`src/logic/instr_decode_pkg.sv`:
```
// Constants, opcode tags and carriers for the 14-bit instruction decoder.
// Assumes one clock; an instruction cycle is four of its edges.
package instr_decode_pkg;
   localparam int          INSTR_W   = 14;
   localparam int          PC_W      = 15;
   localparam int          Q_PER_CYC = 4;
   localparam logic [1:0]  Q_LAST    = 2'(Q_PER_CYC - 1);
   localparam logic [6:0]  ADDR_IND0 = 7'h00;
   localparam logic [6:0]  ADDR_IND1 = 7'h01;
   // Prefix codes, left-aligned in the word except PFX_BANK (bits 7:5) and PFX_INCD (bits 6:4)
   localparam logic [1:0]  PFX_BIT   = 2'h1;
   localparam logic [2:0]  PFX_CALL  = 3'h4;
   localparam logic [2:0]  PFX_JUMP  = 3'h5;
   localparam logic [4:0]  PFX_REL   = 5'h19;
   localparam logic [6:0]  PFX_PAGE  = 7'h63;
   localparam logic [6:0]  PFX_PADD  = 7'h62;
   localparam logic [6:0]  PFX_IDXR  = 7'h7e;
   localparam logic [6:0]  PFX_IDXW  = 7'h7f;
   localparam logic [2:0]  PFX_BANK  = 3'h1;
   localparam logic [2:0]  PFX_INCD  = 3'h1;
   localparam logic [13:0] W_RETURN  = 14'h0008;
   localparam logic [13:0] W_RETFIE  = 14'h0009;
   localparam logic [13:0] W_CALLW   = 14'h000a;
   localparam logic [13:0] W_BRW     = 14'h000b;

   typedef enum logic [5:0] {
      OP_OTHER, OP_NOP, OP_ADD, OP_ADDC, OP_AND, OP_OR, OP_XOR, OP_SUB, OP_SUBB,
      OP_ASR, OP_LSL, OP_LSR, OP_RLC, OP_RRC, OP_CLR_FILE, OP_CLR_WORK, OP_MOV_TO_FILE,
      OP_COMPL, OP_DEC, OP_INC, OP_MOV_FILE, OP_SWAP, OP_DECSZ, OP_INCSZ,
      OP_BCLR, OP_BSET, OP_TSC, OP_TSS, OP_ADDL, OP_ANDL, OP_ORL, OP_MOVL,
      OP_SUBL, OP_RETL, OP_BANK, OP_PAGE, OP_CALL, OP_JUMP, OP_BREL, OP_BRW,
      OP_CALLW, OP_RET, OP_RETFIE, OP_PADD, OP_IDXR, OP_IDXW, OP_INCDR, OP_INCDW
   } op_t;

   typedef enum logic [3:0] {
      S_FETCH = 4'h1,
      S_EXEC  = 4'h2,
      S_IND   = 4'h4,
      S_NOP   = 4'h8
   } state_t;

   typedef struct packed {
      logic wr_c;
      logic wr_digit;
      logic wr_z;
   } flags_t;

   typedef struct packed {
      op_t         op;
      logic        dest_file;
      logic [6:0]  file_addr;
      logic [2:0]  bit_num;
      logic [7:0]  lit8;
      logic [10:0] lit11;
      logic [6:0]  lit7;
      logic [4:0]  lit5;
      logic [8:0]  lit9;
      logic        ptr_sel;
      logic [5:0]  offset6;
      logic [1:0]  mode;
      flags_t      flags;
      logic        names_file;
      logic        two_cycle;
      logic        skip_kind;
   } fields_t;
endpackage

```
`src/logic/instr_decoder.sv`:
```
// Instruction decoder and cycle sequencer for 14-bit words.
// Assumes the word source, pointer flags and file data share clk_i.
// Notes on behaviour
// - Every instruction is one 14-bit word holding opcode and operands.
// - One cycle, except calls, returns, branches and taken skips: two cycles.
// - Indirect access through a pointer with MSB set adds one cycle.
// - One instruction cycle is four clock periods.
// - Instructions naming a file register always read it first.
// - Destination bit 0 selects working register, 1 the file register.
// - File address selects register 0x00 to 0x7F in the bank.
// - Byte ops: six-bit opcode, destination bit, 7-bit file address.
// - Bit ops: four-bit opcode, 3-bit bit number, 7-bit file address.
// - General literal ops carry an 8-bit value in the low byte.
// - Call and jump carry an 11-bit target in bits 10 to 0.
// - Page load 7 bits, bank load 5 bits, relative branch 9 bits.
// - Pointer offset ops carry pointer select and 6-bit offset.
// - Pointer increment ops carry pointer select and 2-bit mode.
// - Decode arithmetic and logic byte ops with their flag writes.
// - Decode shifts and rotates; all write carry, shifts also zero.
// - Decrement/increment skip ops take two cycles when result is zero.
// - Bit clear, set and the two bit tests; tests take two when skipping.
// - Decode literal ops, bank select load and page latch load.
// - A counter change or true test costs a second no-op cycle.
// - Don't-care bits are ignored by the decoder.
// - Call pushes, loads 11-bit target, upper bits from page latch 6:3.
// - Relative branch target is address plus one plus signed literal.
`timescale 1ns/1ps

module instr_decoder (
   input  wire logic                               clk_i,
   input  wire logic                               arst_n_i,
   input  wire logic [instr_decode_pkg::INSTR_W-1:0] instr_i,
   input  wire logic                               instr_valid_i,
   input  wire logic [instr_decode_pkg::PC_W-1:0]  pc_i,
   input  wire logic [6:0]                         page_latch_i,
   input  wire logic [1:0]                         ptr_msb_i,
   input  wire logic [7:0]                         file_data_i,
   output logic                                    instr_ready_o,
   output instr_decode_pkg::fields_t               fields_o,
   output logic                                    file_read_o,
   output logic                                    flags_we_o,
   output logic                                    push_o,
   output logic [instr_decode_pkg::PC_W-1:0]       target_pc_o,
   output logic [1:0]                              cost_o,
   output logic                                    exec_o,
   output logic                                    ind_cycle_o,
   output logic                                    nop_cycle_o
);
   import instr_decode_pkg::*;

   ////////////////////////////////////////////////////////////////////////
   function automatic fields_t decode_word(input logic [INSTR_W-1:0] w);
      fields_t f;
      f            = '0;
      f.dest_file  = w[7];
      f.file_addr  = w[6:0];
      f.bit_num    = w[9:7];
      f.lit8       = w[7:0];
      f.lit11      = w[10:0];
      f.lit7       = w[6:0];
      f.lit5       = w[4:0];
      f.lit9       = w[8:0];
      f.offset6    = w[5:0];
      f.mode       = w[1:0];
      f.ptr_sel    = w[6];
      f.op         = OP_OTHER;
      // Low bits of the clear-working form are never compared
      if (w[13:12] == PFX_BIT) begin
         case (w[11:10])
            2'h0:    f.op = OP_BCLR;
            2'h1:    f.op = OP_BSET;
            2'h2:    f.op = OP_TSC;
            default: f.op = OP_TSS;
         endcase
      end else if (w[13:11] == PFX_CALL) begin
         f.op = OP_CALL;
      end else if (w[13:11] == PFX_JUMP) begin
         f.op = OP_JUMP;
      end else if (w[13:9] == PFX_REL) begin
         f.op = OP_BREL;
      end else if (w[13:7] == PFX_PAGE) begin
         f.op = OP_PAGE;
      end else if (w[13:7] == PFX_PADD) begin
         f.op = OP_PADD;
      end else if (w[13:7] == PFX_IDXR) begin
         f.op = OP_IDXR;
      end else if (w[13:7] == PFX_IDXW) begin
         f.op = OP_IDXW;
      end else if (w[13:8] == 6'h00) begin
         if (w[7]) begin
            f.op = OP_MOV_TO_FILE;
         end else if (w[7:5] == PFX_BANK) begin
            f.op = OP_BANK;
         end else if (w[7:4] == {1'b0, PFX_INCD}) begin
            f.op      = w[3] ? OP_INCDW : OP_INCDR;
            f.ptr_sel = w[2];
         end else if (w == W_RETURN) begin
            f.op = OP_RET;
         end else if (w == W_RETFIE) begin
            f.op = OP_RETFIE;
         end else if (w == W_CALLW) begin
            f.op = OP_CALLW;
         end else if (w == W_BRW) begin
            f.op = OP_BRW;
         end else if (w == 14'h0000) begin
            f.op = OP_NOP;
         end
      end else begin
         case (w[13:8])
            6'h07: f.op = OP_ADD;
            6'h3d: f.op = OP_ADDC;
            6'h05: f.op = OP_AND;
            6'h04: f.op = OP_OR;
            6'h06: f.op = OP_XOR;
            6'h02: f.op = OP_SUB;
            6'h3b: f.op = OP_SUBB;
            6'h37: f.op = OP_ASR;
            6'h35: f.op = OP_LSL;
            6'h36: f.op = OP_LSR;
            6'h0d: f.op = OP_RLC;
            6'h0c: f.op = OP_RRC;
            6'h01: f.op = w[7] ? OP_CLR_FILE : OP_CLR_WORK;
            6'h09: f.op = OP_COMPL;
            6'h03: f.op = OP_DEC;
            6'h0a: f.op = OP_INC;
            6'h08: f.op = OP_MOV_FILE;
            6'h0e: f.op = OP_SWAP;
            6'h0b: f.op = OP_DECSZ;
            6'h0f: f.op = OP_INCSZ;
            6'h3e: f.op = OP_ADDL;
            6'h39: f.op = OP_ANDL;
            6'h38: f.op = OP_ORL;
            6'h30: f.op = OP_MOVL;
            6'h3c: f.op = OP_SUBL;
            6'h34: f.op = OP_RETL;
            default: f.op = OP_OTHER;
         endcase
      end
      // Flag writes, file naming and cycle class per operation
      case (f.op)
         OP_ADD, OP_ADDC, OP_SUB, OP_SUBB, OP_ADDL, OP_SUBL:
            f.flags = '{1'b1, 1'b1, 1'b1};
         OP_ASR, OP_LSL, OP_LSR:
            f.flags = '{1'b1, 1'b0, 1'b1};
         OP_RLC, OP_RRC:
            f.flags = '{1'b1, 1'b0, 1'b0};
         OP_AND, OP_OR, OP_XOR, OP_CLR_FILE, OP_CLR_WORK, OP_COMPL, OP_DEC,
         OP_INC, OP_MOV_FILE, OP_ANDL, OP_ORL, OP_IDXR, OP_INCDR:
            f.flags = '{1'b0, 1'b0, 1'b1};
         default:
            f.flags = '0;
      endcase
      f.names_file = (w[13:12] == PFX_BIT) ||
                     (w[13:12] == 2'h0 && f.op != OP_OTHER && f.op != OP_NOP &&
                      f.op != OP_CLR_WORK && f.op != OP_BANK && f.op != OP_RET &&
                      f.op != OP_RETFIE && f.op != OP_CALLW && f.op != OP_BRW &&
                      f.op != OP_INCDR && f.op != OP_INCDW) ||
                     f.op inside {OP_ADDC, OP_SUBB, OP_ASR, OP_LSL, OP_LSR};
      f.two_cycle  = f.op inside {OP_CALL, OP_JUMP, OP_BREL, OP_BRW, OP_CALLW,
                                  OP_RET, OP_RETFIE, OP_RETL};
      f.skip_kind  = f.op inside {OP_DECSZ, OP_INCSZ, OP_TSC, OP_TSS};
      return f;
   endfunction

   ////////////////////////////////////////////////////////////////////////
   state_t              state;
   state_t              next_state;
   logic [1:0]          q;
   logic                ind_pend;
   logic                skip_hit;
   fields_t             d;
   logic                take;
   logic                ind_now;
   logic                skip_now;
   logic [PC_W-1:0]     next_target;

   assign d    = decode_word(instr_i);
   assign take = instr_ready_o && instr_valid_i;

   // Indirect window through either pointer
   always_comb begin
      ind_now = 1'b0;
      if (d.names_file && (d.file_addr == ADDR_IND0 || d.file_addr == ADDR_IND1))
         ind_now = ptr_msb_i[d.file_addr[0]];
      else if (d.op inside {OP_IDXR, OP_IDXW, OP_INCDR, OP_INCDW})
         ind_now = ptr_msb_i[d.ptr_sel];
   end

   // Skip test on the value read back during execution
   always_comb begin
      case (fields_o.op)
         OP_DECSZ: skip_now = (file_data_i == 8'h01);
         OP_INCSZ: skip_now = (file_data_i == 8'hff);
         OP_TSC:   skip_now = !file_data_i[fields_o.bit_num];
         OP_TSS:   skip_now = file_data_i[fields_o.bit_num];
         default:  skip_now = 1'b0;
      endcase
   end

   always_comb begin
      case (d.op)
         OP_CALL, OP_JUMP:
            next_target = {page_latch_i[6:3], d.lit11};
         OP_BREL:
            next_target = PC_W'(pc_i + PC_W'(1) + {{(PC_W-9){d.lit9[8]}}, d.lit9});
         default:
            next_target = PC_W'(pc_i + PC_W'(1));
      endcase
   end

   always_comb begin
      next_state = state;
      if (q == Q_LAST) begin
         case (state)
            S_EXEC:  next_state = ind_pend ? S_IND :
                                  (fields_o.two_cycle || skip_hit) ? S_NOP : S_FETCH;
            S_IND:   next_state = (fields_o.two_cycle || skip_hit) ? S_NOP : S_FETCH;
            S_NOP:   next_state = S_FETCH;
            default: next_state = S_FETCH;
         endcase
      end else if (take) begin
         next_state = S_EXEC;
      end
   end

   ////////////////////////////////////////////////////////////////////////
   // Quarter counter: four clocks per instruction cycle
   always_ff @(posedge clk_i or negedge arst_n_i) begin
      if (!arst_n_i) q <= 2'h0;
      else           q <= q + 2'h1;
   end

   always_ff @(posedge clk_i or negedge arst_n_i) begin
      if (!arst_n_i) state <= S_FETCH;
      else           state <= next_state;
   end

   // Ready only at the first quarter of an idle cycle
   always_ff @(posedge clk_i or negedge arst_n_i) begin
      if (!arst_n_i) instr_ready_o <= 1'b0;
      else           instr_ready_o <= (next_state == S_FETCH) && (q == Q_LAST);
   end

   always_ff @(posedge clk_i or negedge arst_n_i) begin
      if (!arst_n_i) begin
         fields_o    <= '0;
         target_pc_o <= '0;
         ind_pend    <= 1'b0;
      end else if (take) begin
         fields_o    <= d;
         target_pc_o <= next_target;
         ind_pend    <= ind_now;
      end
   end

   // Read strobe and stack push as one-clock pulses
   always_ff @(posedge clk_i or negedge arst_n_i) begin
      if (!arst_n_i) begin
         file_read_o <= 1'b0;
         push_o      <= 1'b0;
      end else begin
         file_read_o <= take && d.names_file;
         push_o      <= take && (d.op inside {OP_CALL, OP_CALLW});
      end
   end

   // Cost grows when the skip test proves true
   always_ff @(posedge clk_i or negedge arst_n_i) begin
      if (!arst_n_i) begin
         cost_o   <= 2'h0;
         skip_hit <= 1'b0;
      end else if (take) begin
         cost_o   <= 2'h1 + 2'(d.two_cycle) + 2'(ind_now);
         skip_hit <= 1'b0;
      end else if (state == S_EXEC && q == 2'h2 && skip_now) begin
         cost_o   <= cost_o + 2'h1;
         skip_hit <= 1'b1;
      end
   end

   // Flag write window is the last quarter of execution
   always_ff @(posedge clk_i or negedge arst_n_i) begin
      if (!arst_n_i) flags_we_o <= 1'b0;
      else           flags_we_o <= (state == S_EXEC) && (q == 2'h2) &&
                                   (fields_o.flags != '0);
   end

   assign exec_o      = state[1];
   assign ind_cycle_o = state[2];
   assign nop_cycle_o = state[3];
endmodule // instr_decoder

```
`config.mk`:
```
export PLATFORM = sky130hd
export DESIGN_NAME = instr_decoder
export DESIGN_NICKNAME = d
export VERILOG_FILES = /design/src/logic/instr_decode_pkg.sv /design/src/logic/instr_decoder.sv
export SDC_FILE = /design/constraint.sdc
export NUM_CORES = 1
export LEC_CHECK = 0
export ABC_AREA = 1
export BUFFER_PORTS_ARGS = -buffer_cell sky130_fd_sc_hd__buf_2
export CAP_MARGIN = 25
export CORE_MARGIN = 3
export CORE_UTILIZATION = 49
export CTS_BUF_LIST = sky130_fd_sc_hd__clkbuf_4 sky130_fd_sc_hd__clkbuf_8
export CTS_CLUSTER_DIAMETER = 100
export DETAILED_ROUTE_END_ITERATION = 6
export PLACE_DENSITY = 0.83
export SLEW_MARGIN = 10
export SYNTH_ARGS = -nofsm -noshare
export SYNTH_HDL_FRONTEND = slang
export SYNTH_SLANG_ARGS = --single-unit
```
`constraint.sdc`:
```
create_clock -name clk_i -period 1.7 [get_ports clk_i]
set_input_delay 0.085 -clock clk_i [delete_from_list [all_inputs] [get_ports clk_i]]
set_output_delay 0.085 -clock clk_i [all_outputs]
set_load 0.03 [all_outputs]
```
**Word level (Yosys, flattened, before mapping)**

Memory sizes are Yosys's and may differ from the RTL's. A register that Yosys moved wholly into a read port is not among the register bits.
Cells that the tools add are included.
W data, S select, Z words.

- Register bits after elaboration: 91
- ROM bits: 192
- Bits of input ports: 49
- Logic and storage cells: 208
- Memories kept: 1

Memories:

| memory | depth | bits a word | read ports | clocked after memory_dff | write ports | line | source |
|---|---|---|---|---|---|---|---|
| (name not given) | 64 | 3 | 1 | 1 | 0 | instr_decoder.sv:140 | `case (f.op)` |

- $add $sub $neg: 6
- Magnitude comparators: 3
- Equality and inequality tests: 84
- Multiplexer cells: 52
- Reduce and logical (&&, ||, !) cells: 38

Operator list:

| operator | count |
|---|---|
| $pmux W6 S26 | 1 |
| $eq A6 B6 Y1 const B | 23 |
| $mux W6 | 16 |
| $eq A6 B4 Y1 const B | 12 |
| $eq A14 B4 Y1 const B | 4 |
| $eq A6 B5 Y1 const B | 8 |
| $ne A6 B6 Y1 const B | 7 |
| $pmux W15 S2 | 1 |
| $eq A7 B7 Y1 const B | 4 |
| $eq A6 B3 Y1 const B | 4 |
| $mux W1 | 24 |
| $eq A6 B2 Y1 const B | 3 |
| $logic_and A1 B1 Y1 | 18 |
| $mux W4 | 4 |
| $add A15 B1 Y15 const B | 1 |
| $add A15 B15 Y15 | 1 |
| $logic_not A14 Y1 | 1 |
| $eq A4 B1 Y1 const B | 2 |
| $eq A8 B1 Y1 const B | 1 |
| $eq A8 B8 Y1 const B | 1 |
| $pmux W4 S2 | 1 |
| $reduce_bool A4 Y1 | 2 |
| $reduce_bool A8 Y1 | 1 |
| $eq A7 B1 Y1 const B | 1 |
| 29 further kinds | 42 |

**Logic depth before layout (Yosys ltp)**

Gate-level depths: netlist of the first run.

- Depth in word-level cells: 35
- Mapped depth: 23
- Mapped depth without buffers: 23

**Worst setup path before layout of the first run**

Ideal clock, no wire load.

- Path kind: in2reg
- Start point: input pc_i[0] (netlist bit)
- End point: register target_pc_o[11] (netlist bit)
- Library setup time: 146 ps
- Data arrival time: 2127 ps
- Required time: 1554 ps
- Slack: -573 ps
- Stages on the path: 16
- Path buffers: 0
- Cell sequence: ha_1 nand2_1 nor2_1 nand3_1 xnor2_1 ha_1 nand2_1 o21ai_0 a21oi_1 o21ai_0 nand2_1 nand2_1 a21oi_1 or2_2 nand3_1 a41oi_1

- Word-level cells in the longest chain between the ends: 3

Ends and longest elaborated chain:

| what | line | source |
|---|---|---|
| from (decl) | instr_decoder.sv:34 | `input wire logic [instr_decode_pkg::PC_W-1:0] pc_i,` |
| $add A15 B1 Y15 * | instr_decoder.sv:205, instr_decoder.sv:207 |  |
| $add A15 B15 Y15 | instr_decoder.sv:205 | `next_target = PC_W'(pc_i + PC_W'(1) + {{(PC_W-9){d.lit9[8]}}, d.lit9});` |
| $pmux W15 S2 * | instr_decoder.sv:201 | `case (d.op)` |
| to (signal assigned) | instr_decoder.sv:251 | `target_pc_o <= next_target;` |
| to (decl) | instr_decoder.sv:43 | `output logic [instr_decode_pkg::PC_W-1:0] target_pc_o,` |

Every way passes the cells marked *; elsewhere a longest branch is shown, timed or not.
A chain may end at the register's enable or synchronous reset.

**Final worst setup path of the first run**

- Start point: input pc_i[1] (netlist bit)
- End point: register target_pc_o[11] (netlist bit)

Same word-level chain as after synthesis.

==> metrics list, run 1 <==
- The flow ran to the end, but the final reports show violations.
* Violated checks: DRC, setup timing
- Share of the synthesized netlist area taken by xor and xnor gates: 2.53%
- The critical path contains buffers and inverters numbering 2 combined.
- The number of antenna violations at the first check in global routing is 1.
- TritonCTS created 5 clock buffers.
- Arrival time at the worst endpoint: 2490 ps
- Clock Latency Late Sink: 310 ps
* Switching component of the power: 2.36 mW
- TritonCTS built the clock tree.
* Kind of launch point of the worst setup path: input port
- Gr ovfl total: 0
* Buffer cell driving the clock tree root: sky130_fd_sc_hd__clkbuf_8
- Cells with a size suffix above 1 make up 51.9% of the layout.
- CTS built an H-tree with a depth of 2.
- The kind of cell with the highest combined delay along the critical path is simple AND/OR/NAND/NOR gates.
* Yosys warns: 0
* Sequential share of power: 29.7%
- Count of TritonRoute iterations in the first routing pass: 7
* Worst clock skew on the final layout: 18.1 ps
- Fmax: 435 MHz
- HPWL after detailed placement: 12500 um
* RSZ-0062 raised after global routing: true
- The number of antenna diodes in the final layout is 0.
- The number of slew-limit violations in the final report was 0.
- In this run the deepest clock path goes through 2 buffers.
* Combinational share of power: 53.5%
* Total power density per cell area: 687 mW/mm2
* Slowest CP cell: sky130_fd_sc_hd__ha_4
- Core Rows: 35
- Counting every net in the synthesized netlist gives 793.
- The synthesized netlist devotes 33.2% of its cell area to simple gates.
- Die Wd: 106 um
- Post-synthesis share of cell area spent on full adders, half adders and majority gates: 5.57%
- After the first detailed-routing iteration, the DRC count stood at 761.
* Boundary pin count: 145
* Synth Area in Compound Gates: 15.3%
* Max rail drop VDD: 0.582 mV
- Cell-internal power: 2.93 mW
* Sequential cell area fraction in the yosys report: 27.4%
- Switching part of the total power: 44.6%
- Dividing the detail-routed wire length by the instance count gives 18.6 um.
- Placement Setup Slack: -934 ps
- Syn Area/Cell: 6.71 um2
* Transition at the pin with the smallest max-transition slack: 539 ps
- Kind of end point of the critical path: flop
* Routability congestion estimate: 0.962
- By area, the combinational part of the netlist is dominated by simple AND/OR/NAND/NOR gates.
- Crit-path cells: buf_8 > ha_4 > nand2_4 > nor2_4 > nand3_2 > xnor2_4 > ha_4 > buf_6 > nand2_4 > o21ai_2 > a21oi_2 > o21ai_2 > nand2_1 > nand2_1 > a21oi_2 > or2_4 > nand3_2 > a41oi_2
- Core region area: 0.00942 mm2
* Final min period: 2300 ps
- Sink Count: 53
- Setup violations remaining at the end of the flow were counted as 20.
* Delay of the slowest critical-path stage: 310 ps
- From bottom edge to top edge, the die measures 106 um.
- Mux contribution to synthesized area: 0%
* Data required time of the critical path: 1890 ps
* Commonest register cell after synthesis: sky130_fd_sc_hd__dfrtp_1
* Register clock-pin slew on the reported worst setup and hold paths: 110 ps
- Final hold analysis gives a worst-case slack of 57.2 ps.
* Number of register bits inferred by synthesis: 53
- Number of max-cap violations: 0
- Entering global routing, the biggest net connects 35 pins.
- Vias per cell: 5.84
- Number of nets with antenna violations after routing: 0
* Number of failing hold endpoints at the final stage: 0
- Of all flip-flops after synthesis, the portion carrying an async set or reset was 100%.
- Maximum fanout encountered on the critical timing path: 3
- Total Nets Final: 1039
* Vias in the first global route: 5893
- DRC Markers: 10
- Netlist Area Pre-Place: 0.00485 mm2
- Total of buffers placed on input and output ports: 141
- Total global-route track usage: 31.1%
- Share of the clock period used by the worst path after layout: 135%
- Synthesis produced a netlist whose cell count is 723.
* Synthesis-to-layout area growth: 58.8%
- The first global-routing pass estimated 28200 um of wire.
* Clock network fraction of design power: 16.8%
- Wires add up to 20400 um.
* Vias post-DR: 6415
- Distinct cells, synth: 52
- Yosys mapped a number of flops with a built-in enable equal to 0.
- Headroom to the max-slew limit came out at 64.1%.
- Setup WS post-layout: -601 ps
- Static leakage: 3.96 nW
- The die covers 0.0111 mm2.
- CP Class: in2reg
- HP Class: in2reg
- Effective utilization at floorplan: 51.5%
[logic make-up after synthesis]
logic type,after synthesis
simple gates,348
flops,53
compound gates,129
xor+xnor,14
buf+inv,158
fa+ha+maj,21
[power groups by stage]
stage	Combinational (mW)	Clock (mW)	Sequential [mW]
global route	2.98	0.941	1.59
floorplan	1.22	0	1.88
finish	2.83	0.887	1.57
detailed placement	2.25	0	1.57
global placement	2.22	0	1.57
CTS	2.52	0.891	1.55
[sequential cells by signal (all words and copies together), names as in the netlist]
signal         flops
push_o             1
file_read_o        1
skip_hit           1
cost_o             2
ind_pend           1
fields_o          24
instr_ready_o      1
flags_we_o         1
q                  2
state              4
target_pc_o       15
[placed cells by master (no fill, tap or decap), types with 4 or more instances in the layout]
master / netlist / final
sky130_fd_sc_hd__or2_2: 7 / 4
sky130_fd_sc_hd__a21oi_4: 0 / 6
sky130_fd_sc_hd__nand2_2: 9 / 35
sky130_fd_sc_hd__buf_2: 2 / 130
sky130_fd_sc_hd__a21oi_1: 39 / 19
sky130_fd_sc_hd__clkbuf_8: 0 / 5
sky130_fd_sc_hd__inv_1: 87 / 75
sky130_fd_sc_hd__o21ai_0: 55 / 39
sky130_fd_sc_hd__nand4_1: 11 / 11
sky130_fd_sc_hd__xor2_1: 11 / 5
sky130_fd_sc_hd__inv_2: 12 / 24
sky130_fd_sc_hd__ha_4: 0 / 15
sky130_fd_sc_hd__o21ai_1: 1 / 12
sky130_fd_sc_hd__nor2_1: 67 / 48
sky130_fd_sc_hd__xor2_4: 0 / 5
sky130_fd_sc_hd__ha_1: 20 / 4
sky130_fd_sc_hd__buf_6: 0 / 13
sky130_fd_sc_hd__nand2_4: 1 / 12
sky130_fd_sc_hd__nor3_1: 8 / 6
sky130_fd_sc_hd__a21oi_2: 0 / 14
sky130_fd_sc_hd__a22oi_1: 4 / 4
sky130_fd_sc_hd__nand2_1: 162 / 125
sky130_fd_sc_hd__nand3_1: 57 / 34
sky130_fd_sc_hd__buf_4: 48 / 144
sky130_fd_sc_hd__nor2_2: 6 / 17
sky130_fd_sc_hd__o21ai_2: 0 / 5
sky130_fd_sc_hd__nor2_4: 3 / 11
sky130_fd_sc_hd__nand3_2: 2 / 24
sky130_fd_sc_hd__dfrtp_1: 52 / 52
sky130_fd_sc_hd__buf_12: 0 / 6
[layout make-up]
type                    instances  area [um2]
clock buffers                   6        76.3
clock inverters                 2        35.0
fillers                       554        1710
inverters                      99         372
multi-input cells             512        3650
flip-flops and latches         53        1330
well taps                     129         161
repair buffers                298        2080
[path summary, 6_finish.rpt]
kind / start / to / slack (ps) / cells past startpoint
min in group asynchronous: arst_n_i / state[1] / 270 / 2
max in group asynchronous: arst_n_i / state[0] / 840 / 3
worst max register to register: fields_o[55] / cost_o[0] / -190 / 11
worst min register to register: q[0] / q[0] / 470 / 1
worst min-delay path: page_latch_i[4] / target_pc_o[12] / 60 / 3
worst max-delay path: pc_i[1] / target_pc_o[11] / -600 / 18
[routing by layer]
| metal | wire, um | global-route usage, % | up-vias |
|---|---|---|---|
| met5 | 12 | 0 | - |
| met2 | 9700 | 56.2 | 511 |
| met1 | 7180 | 35.1 | 2930 |
| met4 | 1420 | 15.2 | 2 |
| met3 | 2080 | 5.57 | 142 |
| li1 | - | - | 2830 |
[cell usage after synthesis (7+ instances only)]
cell	instances	area (um2)
sky130_fd_sc_hd__clkbuf_1	9	33.8
sky130_fd_sc_hd__o21ai_0	55	275
sky130_fd_sc_hd__nor3_1	8	40.0
sky130_fd_sc_hd__ha_1	20	250
sky130_fd_sc_hd__inv_2	12	45.0
sky130_fd_sc_hd__nand4_1	11	68.8
sky130_fd_sc_hd__or2_2	7	43.8
sky130_fd_sc_hd__inv_1	87	327
sky130_fd_sc_hd__a21oi_1	39	195
sky130_fd_sc_hd__buf_4	48	360
sky130_fd_sc_hd__xor2_1	11	96.3
sky130_fd_sc_hd__dfrtp_1	52	1300
sky130_fd_sc_hd__nand2_2	9	56.3
sky130_fd_sc_hd__nand2_1	162	608
sky130_fd_sc_hd__nand3_1	57	285
sky130_fd_sc_hd__nor2_1	67	251
[worst reg2reg max path, delay by kind of cell, from the launching register on]
| kind | cells | cell delay, ps |
|---|---|---|
| compound gates | 6 | 670 |
| xor+xnor | 1 | 180 |
| buf+inv | 1 | 100 |
| flops | 1 | 430 |
| simple gates | 3 | 410 |
[stage by stage]
step	util (%)	cells	power [mW]	instance area (um2)	setup TNS, ps
2_1_floorplan	-	723	3.10	5010	-3240
3_3_place_gp	68.4	1063	3.80	6440	-12900
3_5_place_dp	68.4	1063	3.83	6440	-13710
4_1_cts	77.6	1091	4.97	7300	-3360
5_1_grt	81.8	1099	5.51	7700	-8100
6_report	81.8	1099	5.29	7700	-6440
[what timing repair did]
item                                    CTS  global route
hold buffers                              1             0
hold endpoints to repair                 21             0
resized for setup                       136            77
gates cloned                              0             1
setup buffers                            22             8
endpoints found under the setup margin   21            23
pin swaps                                68            57
Note: power is estimated with default switching activity, not from simulation.
==> run 2, diff against run 1 <==
--- a/config.mk
+++ b/config.mk
@@ -8,7 +8,7 @@
 export ABC_AREA = 1
 export BUFFER_PORTS_ARGS = -buffer_cell sky130_fd_sc_hd__buf_2
 export CAP_MARGIN = 25
-export CORE_MARGIN = 3
+export CORE_MARGIN = 8
 export CORE_UTILIZATION = 49
 export CTS_BUF_LIST = sky130_fd_sc_hd__clkbuf_4 sky130_fd_sc_hd__clkbuf_8
 export CTS_CLUSTER_DIAMETER = 100
==> run 2 against run 1 <==
Compared with the run above: the run ends with setup timing left; design area is 2.4% higher; largest power group unchanged; flip-flop and latch count did not move; critical path depth increased by 4; via count up 3.7%; non-clock buffer count up 27; critical endpoint is now cost_o[0]; combinational power rose by 2%; global-route usage decreased by 2.9 points; largest cell class unchanged; sequential share of layout area down 0.40 points; power shrank 0.64%; register-to-register slack got worse by 150 ps; clock skew down 1.4 ps.
==> metrics list, run 2 (synthesis gave the netlist of run 1 again) <==
* Run status: finished with violations
- The final reports fail on setup timing.
* DRC Markers: 0
- Max rail drop VDD: 0.594 mV
* Transition at the pin with the smallest max-transition slack: 616 ps
- Cell-internal power: 2.81 mW
- Clock network fraction of design power: 15.2%
- The H-tree generated during clock tree synthesis spans 2 levels.
- Total global-route track usage: 28.2%
- Buffers placed on the I/O ports in this run total 141.
* Largest net degree at the start of global routing: 30
- Effective utilization at floorplan: 50.1%
- The number of global-route vias before repair came to 6213.
- Highest-count cells in the layout ignoring fill and taps: sky130_fd_sc_hd__buf_4 (163), sky130_fd_sc_hd__buf_2 (132), sky130_fd_sc_hd__nand2_1 (130), sky130_fd_sc_hd__inv_1 (81), sky130_fd_sc_hd__dfrtp_1 (52)
* Die span in y: 116 um
* Largest registers: fields_o x24, target_pc_o x15, state x4
* Kind of end point of the critical path: flop
- Routability congestion estimate: 0.966
- Detailed routing inserted a total of 6652 vias.
* Vias per cell: 5.89
- The total overflow left after global routing is 0.
- Number of pins with negative max-slew slack in the final report: 0
- Combinational share of power: 55.1%
- Worst slew margin relative to its limit: 58.9%
* Total Nets Final: 1066
- Subtracting the final worst setup slack from the clock period gives 2310 ps.
- Summed over all failing endpoints, the final setup total negative slack is -8380 ps.
* Die Wd: 116 um
- TritonCTS built the clock tree.
* Share of the clock period used by the worst path after layout: 136%
- The first routing iteration left 690 violations.
- Fmax: 432 MHz
- Setup violations remaining at the end of the flow were counted as 24.
- Clock tree synthesis inserted a total of 5 buffers.
- The first global-routing pass estimated 30100 um of wire.
* Register clock-pin slew on the reported worst setup and hold paths: 110 ps
* Data required time of the critical path: 1910 ps
- Maximum fanout encountered on the critical timing path: 6
* Number of nets with antenna violations after routing: 0
- For this run, the detailed router's first-pass iteration total came to 5.
- Final total power: 5.26 mW
- For this block, the routed nets add up to 22700 um of wire.
- At the placement stage, the worst setup path has a slack of -841 ps.
- In the final layout, the multi-input gates occupy 0.00363 mm2.
- Filler cell count in the final layout: 552
- Register bank with the most flops: fields_o
* Core Rows: 36
- Arrival time at the worst endpoint: 2520 ps
- Layout cells sized above 1: 52.0%
- Boundary pin count: 145
- Setup WS post-layout: -614 ps
* Kind of launch point of the worst setup path: input port
- The analysis attributes to net switching a power of 2.44 mW.
- The library cell used most frequently in the layout, excluding fill and tap cells, is sky130_fd_sc_hd__buf_4.
- The critical path in this run is classified as in2reg.
- The repair_antennas step left the layout with diodes totalling 0.
- The share of total power dissipated in sequential elements is 29.7%.
- Footprint of the flip-flops and latches: 0.00133 mm2
* Buffer cell driving the clock tree root: sky130_fd_sc_hd__clkbuf_8
* Clock Path Buffers: 2
- The path class of the tightest hold or removal check is in2reg.
- Clock Latency Late Sink: 330 ps
* Synthesis-to-layout area growth: 62.6%
- Total power density per cell area: 666 mW/mm2
* Max reg flops: 24
- RSZ-0062 raised after global routing: true
- Net switching is 46.5% of the power.
* Static leakage: 4.12 nW
- Number of max-cap violations: 0
* Detailed-route wire length per cell: 20.1 um
- CTS saw 53 sinks.
- Worst clock skew on the final layout: 16.8 ps
* HPWL after detailed placement: 13500 um
- Core region area: 0.00968 mm2
* Initial antenna violation count: 0
- The count of endpoints failing hold in the final timing report is 0.
* Die area: 0.0133 mm2
- Across all register-to-register paths, the minimum setup slack is -340 ps.
run 2: cell types whose count changed in the layout (fill, tap and decap cells not counted), moves of 4 or more:
cell / delta
sky130_fd_sc_hd__nand2_2: -6
sky130_fd_sc_hd__nand3_4: +4
sky130_fd_sc_hd__buf_6: +5
sky130_fd_sc_hd__inv_1: +6
sky130_fd_sc_hd__inv_2: -9
sky130_fd_sc_hd__buf_4: +19
sky130_fd_sc_hd__nand2_1: +5
run 2: through the flow:
stage	area, um2	utilization [%]	cells	hold WS, ps
6_report	7890	81.5	1130	45.0
5_1_grt	7890	81.5	1130	66.9
4_1_cts	7320	75.6	1114	45.7
3_5_place_dp	6570	67.8	1083	122
3_3_place_gp	6570	67.8	1083	117
2_1_floorplan	5010	-	723	-211
run 2: worst max-delay path: stages:
cell and delay, ps:
sky130_fd_sc_hd__buf_12 130, sky130_fd_sc_hd__buf_6 120, sky130_fd_sc_hd__nand2_4 70, sky130_fd_sc_hd__inv_4 60, sky130_fd_sc_hd__nand3_4 70, sky130_fd_sc_hd__and2_4 140
sky130_fd_sc_hd__nand4_1 120, sky130_fd_sc_hd__nor2_2 230, sky130_fd_sc_hd__nand4_4 170, sky130_fd_sc_hd__buf_4 180, sky130_fd_sc_hd__nand3_2 60, sky130_fd_sc_hd__nand2_1 50
sky130_fd_sc_hd__nand2_1 70, sky130_fd_sc_hd__nand2_2 80, sky130_fd_sc_hd__o21bai_4 180, sky130_fd_sc_hd__nand3_2 110, sky130_fd_sc_hd__nand2_2 120, sky130_fd_sc_hd__inv_2 70
sky130_fd_sc_hd__ha_4 270, sky130_fd_sc_hd__nand2_2 50, sky130_fd_sc_hd__nand2_2 60, sky130_fd_sc_hd__a21oi_2 40
run 2: layout make-up:
class / count / area share [%]
clock inverter: 3 / 0.365
clock buffer: 5 / 0.872
inverter: 99 / 4.81
sequential: 53 / 16.8
tap: 133 / 2.11
multi-input combinational: 512 / 46.0
timing repair buffer: 325 / 29.1
run 2: routing by layer:
layer	GRT usage (%)	up-vias	wire length, um
met5	0	-	0
met4	14.8	0	1750
met3	6.25	183	2720
met2	49.0	582	10500
met1	31.6	3001	7710
li1	-	2886	-
run 2: timing repair:
item	CTS	global route
hold buffers	1	0
setup buffers	25	16
endpoints found under the hold margin	24	0
setup endpoints to repair	23	25
resized for setup	123	95
pin swaps	49	45
run 2: power groups by stage:
stage	clock network (mW)	logic, mW	registers (mW)
final	0.797	2.90	1.56
after global routing	0.846	3.06	1.59
after CTS	0.792	2.50	1.56
after detailed placement	0	2.28	1.58
after global placement	0	2.25	1.57
after floorplan	0	1.22	1.88
run 2: path summary, 6_finish.rpt:
| path | from | end | cells past startpoint |
|---|---|---|---|
| min in group asynchronous | arst_n_i | state[2] | 2 |
| worst max-delay path | instr_i[8] | cost_o[0] | 22 |
| worst max register to register | fields_o[55] | cost_o[1] | 10 |
| worst min register to register | q[0] | q[0] | 1 |
| max in group asynchronous | arst_n_i | target_pc_o[6] | 3 |
| worst min-delay path | page_latch_i[5] | target_pc_o[13] | 3 |
==> run 3, diff against run 2 <==
--- a/config.mk
+++ b/config.mk
@@ -8,11 +8,12 @@
 export ABC_AREA = 1
 export BUFFER_PORTS_ARGS = -buffer_cell sky130_fd_sc_hd__buf_2
 export CAP_MARGIN = 25
-export CORE_MARGIN = 8
+export CORE_MARGIN = 3
 export CORE_UTILIZATION = 49
 export CTS_BUF_LIST = sky130_fd_sc_hd__clkbuf_4 sky130_fd_sc_hd__clkbuf_8
 export CTS_CLUSTER_DIAMETER = 100
 export DETAILED_ROUTE_END_ITERATION = 6
+export GPL_TIMING_DRIVEN = 0
 export PLACE_DENSITY = 0.83
 export SLEW_MARGIN = 10
 export SYNTH_ARGS = -nofsm -noshare
==> run 3 against run 2 <==
Compared with the run above: the run still ends with setup timing left; register-to-register slack improved by 190 ps; clock skew is 5.3 ps lower; first-iteration DRC count shrank 12%; sequential share of layout area is 0.77 points higher; routed wire length decreased by 14%; critical path depth shrank 3; power increased by 1.1%; largest power group unchanged.
==> metrics list, run 3 (synthesis gave the netlist of run 1 again) <==
- The run finished, with violations left.
- The checks that failed: setup timing.
- After global routing the overflow that remains totals 0.
- No sink is reached through more buffers than the 2 on the longest clock path.
- The register with the most flip-flops in the layout has 24 of them.
- Transition at the pin with the smallest max-transition slack: 620 ps
* Register bank with the most flops: fields_o
* Clock tree from TritonCTS: yes
* Clock Latency Late Sink: 310 ps
* Largest registers: fields_o x24, target_pc_o x15, state x4
- Adding up every negative setup slack in the final design gives -7140 ps.
* Final antenna diode count: 0
* Total global-route track usage: 30.0%
- After floorplanning, the core was sized to cover 0.00942 mm2.
* Hold slack final: 68.5 ps
- Static leakage: 3.82 nW
* Vias in the first global route: 5885
- DRC Markers: 0
* Delay of the slowest critical-path stage: 260 ps
- Number of pins with negative max-slew slack in the final report: 0
- Clock skew on the completed layout was measured at 11.5 ps.
- Summed over all layers, the routed wires come to 19600 um.
- Combinational share of power: 53.1%
* Die span in y: 106 um
- HPWL after detailed placement: 11800 um
- Sequential cells burn 29.7% of the power.
* Switching component of the power: 2.35 mW
- Setup violations remaining at the end of the flow were counted as 20.
- The first detailed-routing pass took 6 iterations.
- Of the available clock period, the critical path in the final layout requires 134%.
* Switching part of the total power: 44.1%
* Vias per cell: 5.87
- STA classifies the critical path endpoint as a flop.
- Crit-path cells: buf_8 > ha_4 > nand2_4 > nor2_4 > nand4_1 > nor2_4 > nand3_4 > xnor2_4 > ha_4 > nand2_1 > nor2_4 > inv_2 > o221ai_2 > a21oi_2 > a21oi_1 > o21ai_1 > nand3_1 > nand2_1 > nand2_1
* Highest-count cells in the layout ignoring fill and taps: sky130_fd_sc_hd__buf_2 (131), sky130_fd_sc_hd__nand2_1 (125), sky130_fd_sc_hd__buf_4 (107), sky130_fd_sc_hd__inv_1 (71), sky130_fd_sc_hd__dfrtp_1 (50)
* RSZ-0062 raised after global routing: true
- Dividing the detail-routed wire length by the instance count gives 18.3 um.
* Slowest CP cell: sky130_fd_sc_hd__ha_4
* Die Wd: 106 um
- The H-tree was split into 2 levels.
* Worst slew margin relative to its limit: 58.7%
- The clock network is responsible for 17.2% of the overall power.
- The layout has 576 filler cells.
- CTS saw 53 sinks.
- In the final layout, the share of cells above drive strength 1 is 51.2%.
- After floorplanning, the core was divided into 35 placement rows.
* Leading cell type in the layout, fill and taps excluded: sky130_fd_sc_hd__buf_2
* 1st-iter DRT viols: 608
- The count of endpoints failing hold in the final timing report was 0.
- Data arrives at the worst endpoint at 2500 ps.
- Total Nets Final: 1014
- Summing all placed instances gives a cell area of 0.00589 mm2.
- Data required time of the critical path: 1920 ps
- Total of buffers placed on input and output ports: 141
- STA classifies the critical path startpoint as an input port.
- From synthesis to final layout, the design area changed by 55.8%.
- The tightest min-delay check is of the in2reg type.
- CP Class: in2reg
- The congestion estimate from routability-driven global placement came to 0.982.
- Boundary pin count: 145
- Grouping stages by cell kind, the critical path spends the most delay in simple AND/OR/NAND/NOR gates.
- Initial antenna violation count: 0
* Fmax: 439 MHz
* Wire length of the first global-routing pass: 27500 um
- Once routing completed, OpenROAD measured the worst setup slack at -578 ps.
* Max rail drop VDD: 0.543 mV
* Vias post-DR: 6304
* Largest net degree at the start of global routing: 37
- The tool flagged a number of max-cap violations equal to 0.
- The initial utilization of the core area, before any placement, comes to 51.5%.
- After clock tree synthesis, the clock-pin slew on the worst setup and hold paths is 100 ps.
- Post-layout instance area: 0.00756 mm2
* Maximum fanout encountered on the critical timing path: 4
- Cell-internal power: 2.97 mW
* Die area: 0.0111 mm2
* CP Buf/Inv Count: 2
- TritonCTS created 5 clock buffers.
* Share of the core filled with cells: 80.3%
- Final min period: 2280 ps
- In this run the clock root is driven by a sky130_fd_sc_hd__clkbuf_8.
- Total power density per cell area: 703 mW/mm2
- Number of nets with antenna violations after routing: 0
==> run 3: cell types whose count changed in the layout (fill, tap and decap cells not counted), sizes merged <==
cell | previous run | this run
clkinvlp | 0 | 1
inv | 101 | 99
clkbuf | 5 | 17
buf | 324 | 261
clkinv | 1 | 0
bufinv | 0 | 1
==> run 3: stage by stage <==
step / power (mW) / cells / worst slack (ps)
after detailed placement: 3.74 / 994 / -1060
after floorplan: 3.10 / 723 / -421
after global placement: 3.71 / 993 / -1050
final: 5.32 / 1074 / -578
after global routing: 5.53 / 1074 / -693
after CTS: 4.98 / 1054 / -417
==> run 3: power by group through the flow <==
stage               registers, mW  logic [mW]  clock network, mW
floorplan                    1.88        1.22                  0
global placement             1.59        2.12                  0
detailed placement           1.59        2.15                  0
CTS                          1.57        2.50              0.907
global route                 1.60        2.97              0.957
finish                       1.58        2.82              0.915
==> run 3: worst paths after layout <==
check	start	to	slack [ps]	cells past startpoint
setup / recovery	pc_i[1]	target_pc_o[14]	-580	19
hold / removal	page_latch_i[4]	target_pc_o[12]	70	3
setup reg to reg	fields_o[55]	cost_o[0]	-150	9
hold reg to reg	q[0]	q[0]	450	1
max in group asynchronous	arst_n_i	state[0]	880	3
min in group asynchronous	arst_n_i	flags_we_o	230	2
==> run 3: timing repair <==
action                                  CTS  global route
gates cloned                              1             1
hold endpoints to repair                 17             0
resized for setup                       162            87
endpoints found under the setup margin   23            26
pin swaps                                73            68
hold buffers                              1             0
buffers inserted                         51            23
==> run 3: layout make-up <==
type | instances | area (um2) | area share (%)
Buffer | 59 | 414 | 5.48
Clock buffer | 6 | 82.6 | 1.09
Clock inverter | 2 | 37.5 | 0.497
Inverter | 99 | 384 | 5.08
Multi-Input combinational cell | 512 | 3690 | 48.8
Sequential cell | 53 | 1330 | 17.6
Tap cell | 129 | 161 | 2.14
Timing Repair Buffer | 214 | 1460 | 19.3
==> run 3: per-layer routing <==
layer / vias to the layer above / track usage (%) / wire (um)
met1: 2887 / 33.7 / 6780
met3: 151 / 6.12 / 1910
met2: 478 / 52.7 / 9440
li1: 2788 / - / -
met4: 0 / 17.1 / 1500
met5: - / 0 / 0
==> run 3: tightest hold or removal path: stages <==
cell                      delay, ps
sky130_fd_sc_hd__buf_2          100
sky130_fd_sc_hd__nand2_1         60
sky130_fd_sc_hd__a41oi_1        110
